==> config.mk <==
export PLATFORM = sky130hd
export DESIGN_NAME = ivm_top
export DESIGN_NICKNAME = d
export VERILOG_FILES = /design/src/hdl/ivm_top.v /design/src/hdl/ivm_addr_rom.v
export VERILOG_INCLUDE_DIRS = /design/src /design/src/hdl
export SDC_FILE = /design/constraint.sdc
export NUM_CORES = 1
export LEC_CHECK = 0
export BUFFER_PORTS_ARGS = -buffer_cell sky130_fd_sc_hd__buf_2
export CAP_MARGIN = 20
export CORE_ASPECT_RATIO = 0.75
export CORE_UTILIZATION = 27
export DETAILED_ROUTE_END_ITERATION = 10
export RECOVER_POWER = 100
export SYNTH_ARGS = -nofsm -noshare
export SYNTH_HDL_FRONTEND = slang
export SYNTH_SLANG_ARGS = --single-unit
export TNS_END_PERCENT = 20
==> constraint.sdc <==
create_clock -name sys_clk -period 2.2 [get_ports sys_clk]
set_input_delay 0.44 -clock sys_clk [delete_from_list [all_inputs] [get_ports sys_clk]]
set_output_delay 0.44 -clock sys_clk [all_outputs]
set_load 0.02 [all_outputs]
==> src/hdl/ivm_map.vh <==
// ivm_map.vh - register offsets, field positions, reset values and
// vector numbers of the interrupt vector mapper.
// assumes byte addressing on a 32-bit Avalon-MM slave, one word per register.
//
// Notes on behaviour
// - each vector belongs to one peripheral
// - source event sets its pending flag
// - enable bit written per source
// - request only when flag and enable set, scan nmi on its flag alone
// - request holds until flag, enable or global enable is cleared
// - global enable gates every maskable request
// - large flash: word address is twice vector
// - small flash: address equals vector up to 13, 17 at 16, later gaps removed
// - vector 0 reset, 1 scan nmi, 2 voltage
// - vectors 3-5 pin change, C needs 20 pins
// - vectors 6,7 counter; 13 timer b capture
// - vectors 8,10-12 timer a normal or split
// - vector 9 only used in split mode
// - 17 comparator; 20,21 converter result, window
// - 24-26 two-wire, spi; 27-29 serial port
// - 30 eeprom ready; unlisted vectors absent
`ifndef IVM_MAP_VH
`define IVM_MAP_VH

// register byte offsets
`define IVM_OFS_FLAG 5'h00
`define IVM_OFS_ENABLE 5'h04
`define IVM_OFS_CTRL 5'h08
`define IVM_OFS_VECTOR 5'h0c
`define IVM_OFS_EVSTAT 5'h10
`define IVM_OFS_EVMASK 5'h14

// control register fields
`define IVM_CTRL_GIE 0
`define IVM_CTRL_SPLIT 1
`define IVM_CTRL_RST 32'h0000_0000

// vector register fields
`define IVM_VEC_VALID 31
`define IVM_VEC_NUM_LSB 8
`define IVM_VEC_ADDR_LSB 0

// event status bits
`define IVM_EV_NEW 0
`define IVM_EV_NMI 1

// vector numbers with a special role
`define IVM_VEC_RESET 5'h00
`define IVM_VEC_NMI 5'h01
`define IVM_VEC_PORTC 5'h05
`define IVM_VEC_HIGH_UNF 5'h09

// vectors with a listed source: 1-13, 17, 20, 21, 24-30
`define IVM_IMPL_MASK 31'h7f32_3ffe
`define IVM_NVEC 31
`endif

==> src/hdl/ivm_top.v <==
// ivm_top.v - interrupt vector mapper: pending flags, enables, global
// enable, priority pick and program word address for the core.
// assumes peripherals pulse src_event/src_clear in the sys_clk domain and
// that software reaches the registers over Avalon-MM with waitrequest.
`timescale 1ns/1ps
`include "ivm_map.vh"
module ivm_top
#(
  parameter LARGE_FLASH = 1,
  parameter PIN_COUNT = 24
)
(
  sys_clk,
  sys_rst,
  ce,
  avs_address,
  avs_read,
  avs_write,
  avs_writedata,
  avs_readdata,
  avs_waitrequest,
  src_event,
  src_clear,
  core_req,
  core_nmi,
  core_vector,
  core_word_addr,
  irq
);
  input wire sys_clk;
  input wire sys_rst;
  input wire ce;
  input wire [4:0] avs_address;
  input wire avs_read;
  input wire avs_write;
  input wire [31:0] avs_writedata;
  output reg [31:0] avs_readdata;
  output wire avs_waitrequest;
  input wire [30:0] src_event;
  input wire [30:0] src_clear;
  output reg core_req;
  output reg core_nmi;
  output reg [4:0] core_vector;
  output wire [7:0] core_word_addr;
  output wire irq;

  reg [30:0] flag_q;
  reg [30:0] flag_d;
  reg [30:0] enable_q;
  reg [31:0] ctrl_q;
  reg [1:0] evstat_q;
  reg [1:0] evstat_d;
  reg [1:0] evmask_q;
  reg ack_q;
  reg [30:0] impl_mask;
  reg [30:0] req_vec;
  reg [4:0] pick_num;
  reg pick_valid;
  reg [31:0] rd_mux;
  reg req_prev_q;
  reg [4:0] vec_prev_q;
  integer i;

  wire bus_req;
  wire acc_now;
  wire wr_now;
  wire gie;
  wire split_mode;

  // vector number of each source; a number missing here has no source
  // scan nmi and voltage warning
  localparam [4:0] V_MEMORY_SCAN_NONMASKABLE = 5'h01;
  localparam [4:0] V_VOLTAGE_LEVEL_WARNING = 5'h02;
  // pin change of ports a, b, c
  localparam [4:0] V_PIN_CHANGE_A = 5'h03;
  localparam [4:0] V_PIN_CHANGE_B = 5'h04;
  localparam [4:0] V_PIN_CHANGE_C = 5'h05;
  localparam [4:0] V_COUNTER_COUNT = 5'h06;
  localparam [4:0] V_PERIODIC_TICK = 5'h07;
  // timer a, low byte sources in split mode
  localparam [4:0] V_TIMER_A_OVERFLOW = 5'h08;
  localparam [4:0] V_TIMER_A_HIGH_UNDERFLOW = 5'h09;
  localparam [4:0] V_TIMER_A_COMPARE0 = 5'h0a;
  localparam [4:0] V_TIMER_A_COMPARE1 = 5'h0b;
  localparam [4:0] V_TIMER_A_COMPARE2 = 5'h0c;
  localparam [4:0] V_TIMER_B_CAPTURE = 5'h0d;
  localparam [4:0] V_COMPARATOR = 5'h11;
  localparam [4:0] V_CONVERTER_RESULT_READY = 5'h14;
  localparam [4:0] V_CONVERTER_WINDOW_COMPARE = 5'h15;
  localparam [4:0] V_TWO_WIRE_CLIENT = 5'h18;
  localparam [4:0] V_TWO_WIRE_HOST = 5'h19;
  localparam [4:0] V_SPI_TRANSFER = 5'h1a;
  localparam [4:0] V_SERIAL_RX_COMPLETE = 5'h1b;
  localparam [4:0] V_SERIAL_TX_BUFFER_EMPTY = 5'h1c;
  localparam [4:0] V_SERIAL_TX_COMPLETE = 5'h1d;
  // eeprom ready is the last vector
  localparam [4:0] V_EEPROM_READY = 5'h1e;

  // lowest set bit index of a request vector
  function [5:0] lowest_set;
    input [30:0] bits;
    integer k;
    begin
      lowest_set = 6'h00;
      for (k = `IVM_NVEC - 1; k >= 0; k = k - 1)
        if (bits[k])
          lowest_set = {1'b1, k[4:0]};
    end
  endfunction

  // register select used by the write paths; the read mux decodes the offset with a case
  function is_reg;
    input [4:0] addr;
    input [4:0] ofs;
    begin
      is_reg = (addr == ofs);
    end
  endfunction

  assign gie = ctrl_q[`IVM_CTRL_GIE];
  assign split_mode = ctrl_q[`IVM_CTRL_SPLIT];

  // bus handshake: one wait cycle, answer on the second
  assign bus_req = avs_read | avs_write;
  assign avs_waitrequest = bus_req & ~ack_q;
  assign acc_now = bus_req & ack_q;
  assign wr_now = avs_write & ack_q;

  always @(posedge sys_clk)
  begin
    if (sys_rst)
      ack_q <= 1'b0;
    else if (ce)
      ack_q <= bus_req & ~ack_q;
  end

  // which vectors exist on this part and in this timer mode
  always @*
  begin
    impl_mask = 31'h0000_0000;
    impl_mask[V_MEMORY_SCAN_NONMASKABLE] = 1'b1;
    impl_mask[V_VOLTAGE_LEVEL_WARNING] = 1'b1;
    impl_mask[V_PIN_CHANGE_A] = 1'b1;
    impl_mask[V_PIN_CHANGE_B] = 1'b1;
    impl_mask[V_PIN_CHANGE_C] = 1'b1;
    impl_mask[V_COUNTER_COUNT] = 1'b1;
    impl_mask[V_PERIODIC_TICK] = 1'b1;
    impl_mask[V_TIMER_B_CAPTURE] = 1'b1;
    impl_mask[V_TIMER_A_OVERFLOW] = 1'b1;
    impl_mask[V_TIMER_A_HIGH_UNDERFLOW] = 1'b1;
    impl_mask[V_TIMER_A_COMPARE0] = 1'b1;
    impl_mask[V_TIMER_A_COMPARE1] = 1'b1;
    impl_mask[V_TIMER_A_COMPARE2] = 1'b1;
    impl_mask[V_COMPARATOR] = 1'b1;
    impl_mask[V_CONVERTER_RESULT_READY] = 1'b1;
    impl_mask[V_CONVERTER_WINDOW_COMPARE] = 1'b1;
    impl_mask[V_TWO_WIRE_CLIENT] = 1'b1;
    impl_mask[V_TWO_WIRE_HOST] = 1'b1;
    impl_mask[V_SPI_TRANSFER] = 1'b1;
    impl_mask[V_SERIAL_RX_COMPLETE] = 1'b1;
    impl_mask[V_SERIAL_TX_BUFFER_EMPTY] = 1'b1;
    impl_mask[V_SERIAL_TX_COMPLETE] = 1'b1;
    // eeprom ready; header mask must agree with the list
    impl_mask[V_EEPROM_READY] = 1'b1;
    impl_mask = impl_mask & `IVM_IMPL_MASK;
    // vector 0 is the reset entry only
    impl_mask[`IVM_VEC_RESET] = 1'b0;
    // port C only on larger packages
    if (PIN_COUNT < 20)
      impl_mask[`IVM_VEC_PORTC] = 1'b0;
    // high underflow only in split mode
    if (!split_mode)
      impl_mask[`IVM_VEC_HIGH_UNF] = 1'b0;
  end

  // pending flags: hardware set beats any clear in the same cycle
  always @*
  begin
    flag_d = flag_q;
    // cleared by software or peripheral clear, and vector 9 also when split mode is left
    flag_d = flag_d & ~src_clear;
    if (wr_now && is_reg(avs_address, `IVM_OFS_FLAG))
      flag_d = flag_d & ~avs_writedata[30:0];
    flag_d = flag_d | (src_event & impl_mask);
    // absent vectors never hold a flag
    flag_d = flag_d & impl_mask;
  end

  always @(posedge sys_clk)
  begin
    if (sys_rst)
      flag_q <= 31'h0000_0000;
    else if (ce)
      flag_q <= flag_d;
  end

  // enable bits and control written by software
  always @(posedge sys_clk)
  begin
    if (sys_rst)
    begin
      enable_q <= 31'h0000_0000;
      ctrl_q <= `IVM_CTRL_RST;
      evmask_q <= 2'h0;
    end
    else if (ce && wr_now)
    begin
      if (is_reg(avs_address, `IVM_OFS_ENABLE))
        enable_q <= avs_writedata[30:0];
      if (is_reg(avs_address, `IVM_OFS_CTRL))
        ctrl_q <= {30'h0, avs_writedata[`IVM_CTRL_SPLIT], avs_writedata[`IVM_CTRL_GIE]};
      if (is_reg(avs_address, `IVM_OFS_EVMASK))
        evmask_q <= avs_writedata[1:0];
    end
  end

  // request formation and priority pick
  always @*
  begin
    req_vec = flag_q & enable_q & impl_mask;
    for (i = 0; i < `IVM_NVEC; i = i + 1)
      if (!gie && i != `IVM_VEC_NMI)
        req_vec[i] = 1'b0;
    req_vec[`IVM_VEC_NMI] = flag_q[`IVM_VEC_NMI];
    {pick_valid, pick_num} = lowest_set(req_vec);
  end

  // one vector per source, fixed by bit position
  always @(posedge sys_clk)
  begin
    if (sys_rst)
    begin
      core_req <= 1'b0;
      core_nmi <= 1'b0;
      core_vector <= 5'h00;
    end
    else if (ce)
    begin
      core_req <= pick_valid;
      core_nmi <= pick_valid && (pick_num == `IVM_VEC_NMI);
      core_vector <= pick_valid ? pick_num : 5'h00;
    end
  end

  // address lookup follows the picked vector by one cycle
  ivm_addr_rom u_addr_rom
  (
    .sys_clk(sys_clk),
    .sys_rst(sys_rst),
    .ce(ce),
    .large_flash(LARGE_FLASH != 0),
    .vec_num(core_vector),
    .word_addr_q(core_word_addr)
  );

  // event edges seen by software: a new request vector, or a scan nmi
  always @(posedge sys_clk)
  begin
    if (sys_rst)
    begin
      req_prev_q <= 1'b0;
      vec_prev_q <= 5'h00;
    end
    else if (ce)
    begin
      req_prev_q <= core_req;
      vec_prev_q <= core_vector;
    end
  end

  // sticky event bits, write one to clear, set wins
  always @*
  begin
    evstat_d = evstat_q;
    if (wr_now && is_reg(avs_address, `IVM_OFS_EVSTAT))
      evstat_d = evstat_d & ~avs_writedata[1:0];
    if (core_req && (!req_prev_q || core_vector != vec_prev_q))
      evstat_d[`IVM_EV_NEW] = 1'b1;
    if (core_nmi)
      evstat_d[`IVM_EV_NMI] = 1'b1;
  end

  always @(posedge sys_clk)
  begin
    if (sys_rst)
      evstat_q <= 2'h0;
    else if (ce)
      evstat_q <= evstat_d;
  end

  // level interrupt; the core request path stays separate from this one
  assign irq = |(evstat_q & evmask_q);

  // read mux; unmapped offsets read as zero
  always @*
  begin
    rd_mux = 32'h0000_0000;
    case (avs_address)
      `IVM_OFS_FLAG: rd_mux = {1'b0, flag_q};
      `IVM_OFS_ENABLE: rd_mux = {1'b0, enable_q};
      `IVM_OFS_CTRL: rd_mux = ctrl_q;
      `IVM_OFS_VECTOR:
      begin
        rd_mux[`IVM_VEC_VALID] = core_req;
        rd_mux[`IVM_VEC_NUM_LSB +: 5] = core_vector;
        rd_mux[`IVM_VEC_ADDR_LSB +: 8] = core_word_addr;
      end
      `IVM_OFS_EVSTAT: rd_mux = {30'h0, evstat_q};
      `IVM_OFS_EVMASK: rd_mux = {30'h0, evmask_q};
      default: rd_mux = 32'h0000_0000;
    endcase
  end

  // read data captured in the wait cycle, stands while waitrequest is low
  always @(posedge sys_clk)
  begin
    if (sys_rst)
      avs_readdata <= 32'h0000_0000;
    else if (ce && avs_read && !ack_q)
      avs_readdata <= rd_mux;
  end
endmodule

==> src/hdl/ivm_addr_rom.v <==
// ivm_addr_rom.v - maps a vector number to its program word address.
// assumes the vector number is held stable by the caller; output registered.
`timescale 1ns/1ps
module ivm_addr_rom
(
  sys_clk,
  sys_rst,
  ce,
  large_flash,
  vec_num,
  word_addr_q
);
  input wire sys_clk;
  input wire sys_rst;
  input wire ce;
  input wire large_flash;
  input wire [4:0] vec_num;
  output reg [7:0] word_addr_q;

  // compact layout for the small parts, 17 moved down to 16, later numbering gaps squeezed out
  function [7:0] small_addr;
    input [4:0] v;
    begin
      case (v)
        5'h11: small_addr = 8'h10;
        5'h14: small_addr = 8'h11;
        5'h15: small_addr = 8'h12;
        5'h18: small_addr = 8'h13;
        5'h19: small_addr = 8'h14;
        5'h1a: small_addr = 8'h15;
        5'h1b: small_addr = 8'h16;
        5'h1c: small_addr = 8'h17;
        5'h1d: small_addr = 8'h18;
        5'h1e: small_addr = 8'h19;
        default: small_addr = {3'h0, v};
      endcase
    end
  endfunction

  // one register stage keeps the address a clean flop output
  always @(posedge sys_clk)
  begin
    if (sys_rst)
      word_addr_q <= 8'h00;
    else if (ce)
    begin
      if (large_flash)
        word_addr_q <= {2'h0, vec_num, 1'b0};
      else
        word_addr_q <= small_addr(vec_num);
    end
  end
endmodule

==> qor.csv <==
metric,value,unit
Rel. slew slack,0.117,
Synth area leaders,"dfxtp_1 43%, a21oi_1 10%, nand2_1 9.6%",
Synth top area share,0.435,
Post-DRT Antenna Nets,0,
"Distinct cells, synth",61,
Synth Instances,603,
worst-path maximum fanout,11,
Layout Cells excl Fill,969,
Die X-Extent,157,um
IO Count,153,
post-placement setup slack,0.125,ns
Final Power,0.00396,W
Worst setup EP type,flop,
detailed placer's ending HPWL,11300,um
Internal,0.00289,W
global-route wire length before repair,24600,um
Power Density,665,nW/um2
vias per inst,4.94,
multi-input logic area,2450,um2
Final Util,0.338,
biggest area consumer among synthesized cells,dfxtp_1,
Seq pwr share,0.506,
"Buf+Inv Stages, Crit Path",2,
Worst Path Arrival,2.24,ns
Seq cells post-synth,106,
clk root buf,clkbuf_16,
syn avg cell area,8.10,um2
Final WS setup,0.248,ns
crit path time final,1.95,ns
"Net count, final",826,
YS warnings,0,
Detailed Route WL,15600,um
prevailing post-synth register cell,dfxtp_1,
post-CTS setup buffer count,0,
"Seq/Total Area, Yosys",0.435,
H-tree depth,3,
DRC viols,0,
layout cell share with drive strength beyond 1,0.182,
CTS resizes,0,
via count,4785,
fin crit share,0.887,
initial antenna violation count,0,
combinational share of power,0.088,
Pre-antenna DRT Iters,5,
CP Cell Sequence,buf_2 > nor4b_1 > buf_4 > and2_1 > o2bb2ai_1 > a22oi_1 > nor2_1,
Fin. Hold Viols,0,
async set or reset register ratio after synthesis,0,
TritonCTS clock tree,done,
Final Wtd Congestion,0.820,
RSZ-0062 raised after global routing,false,
gr usage total,0.172,
die area,18600,um2
startpoint types,input port,
CP max stage cell,nor4b_1,
dpl cells,953,
Least-Margin Pin Slew,1.32,ns
Clock Skews,0.0138,ns
Initial Utilization,0.277,
"EDFF count, synth",0,
Site Rows,42,
number of global-route vias before repair,4412,
worst hold-check path type,in -> reg,
Sink Count,106,
crit path kind,in -> reg,
Syn Std Cell Area,4880,um2
MaxCap Viol Count,0,
largest net degree at the start of global routing,60,
required time of the critical path,2.49,ns
DR iter-0 viols,363,
NetSw,0.00107,W
Reg area,2120,um2
leakage,2.18,nW
Die H,118,um
Clock Power Share,0.406,
area delta synth->final,22.1,%
Switching Fraction,0.269,
final setup TNS,0,ns
core footprint,17700,um2
# diodes,0,
fillers,1957,
total CTS buffers,9,
FMAX,512,MHz
"Reg clk slew, reported paths",0.08,ns
"slowest stage delay, CP",0.58,ns
Congestion Overflow GR,0,
Clock Tree Buf Depth,2,
PortBufs,132,
status,completed,
CTS Hold Bufs,0,
Max VDD drop,0.000322,V
setup violators final,0,
routed len/inst,16.1,um
Slew Limit Fails,0,
Crit path max-delay family,simple AND/OR/NAND/NOR gates,
clk_lat worst skew,0.36,ns
==> kinds of logic (layout without fill, tap and decap cells) <==
group	after synthesis	count (layout)	synth area share
AOI/OAI and AO/OA	213	213	0.280
xor gates and xnor gates	5	5	0.00897
buffers and inverters	53	175	0.0610
DFF	106	106	0.435
muxes	11	11	0.0226
other	1	3	0.000768
and+or+nand+nor	214	214	0.192
==> final timing paths <==
kind	startpoint	end	slack, ns	cells past startpoint
worst max-delay path	avs_address[2]	avs_readdata[11]	0.25	7
worst min-delay path	avs_writedata[18]	enable_q[18]	0.32	3
worst max register to register	flag_q[30]	core_vector[1]	0.27	5
worst min register to register	avs_readdata[16]	avs_readdata[16]	0.45	2
==> stage by stage <==
step                hold WS [ns]  cell area [um2]
CTS                        0.305             6090
floorplan                  0.436             4890
global route               0.308             5960
finish                     0.321             5960
detailed placement         0.443             5800
global placement           0.440             5800
==> cells in the final DEF (no fill, tap or decap), drive strengths merged, types with 3 or more instances in the layout <==
cell,instances
nand2,125
dfxtp,106
a21oi,100
buf,100
clkbuf,65
nor2,40
o21ai,28
a22oi,24
nand3,16
a221oi,13
nor3,12
mux2i,11
a22o,9
o2bb2ai,9
and2,7
inv,7
a31o,4
xor2,4
o211ai,4
conb,3
==> power groups by stage <==
| stage | sequential (W) | combinational (W) | clock (W) |
|---|---|---|---|
| floorplan | 0.00205 | 0.000181 | 0 |
| global placement | 0.00205 | 0.000361 | 0 |
| detailed placement | 0.00205 | 0.000361 | 0 |
| CTS | 0.00201 | 0.000362 | 0.00166 |
| global route | 0.00201 | 0.000382 | 0.00173 |
| finish | 0.00201 | 0.000348 | 0.00161 |
==> tightest hold or removal path: cells and delay by family <==
family,cells,cell delay (ns)
AOI/OAI and AO/OA,1,0.05
buffers and inverters,1,0.10
and+or+nand+nor,1,0.05
==> cell usage after synthesis (5+ instances only) <==
cell	number
nand2_1	125
dfxtp_1	106
a21oi_1	100
nor2_1	40
a22oi_1	24
clkbuf_1	23
o21ai_0	17
nand3_1	16
a221oi_1	13
nor3_1	12
mux2i_1	11
o21ai_1	10
a22o_1	9
buf_4	9
o2bb2ai_1	9
buf_2	8
and2_1	5
==> metal layers <==
metal,share of wire,GRT usage
met5,0,0
met4,0.0080,0.0370
met3,0.055,0.0356
met2,0.42,0.251
met1,0.52,0.255
==> area by class of cell <==
type                       instances  share of cell area
sequential                       106               0.356
tap                              242              0.0508
multi-input combinational        446               0.411
clock inverter                     7              0.0120
clock buffer                       9              0.0378
inverter                           3             0.00189
timing repair buffer             156               0.131
==> flip-flops by register name, summed over array words and instances (netlist names) <==
name          flops
evmask_q          2
flag_q           23
evstat_q          2
core_req          1
ctrl_q            2
vec_prev_q        5
req_prev_q        1
enable_q         31
ack_q             1
avs_readdata     32
core_vector       5
core_nmi          1
Note: power is estimated with default switching activity, not from simulation.
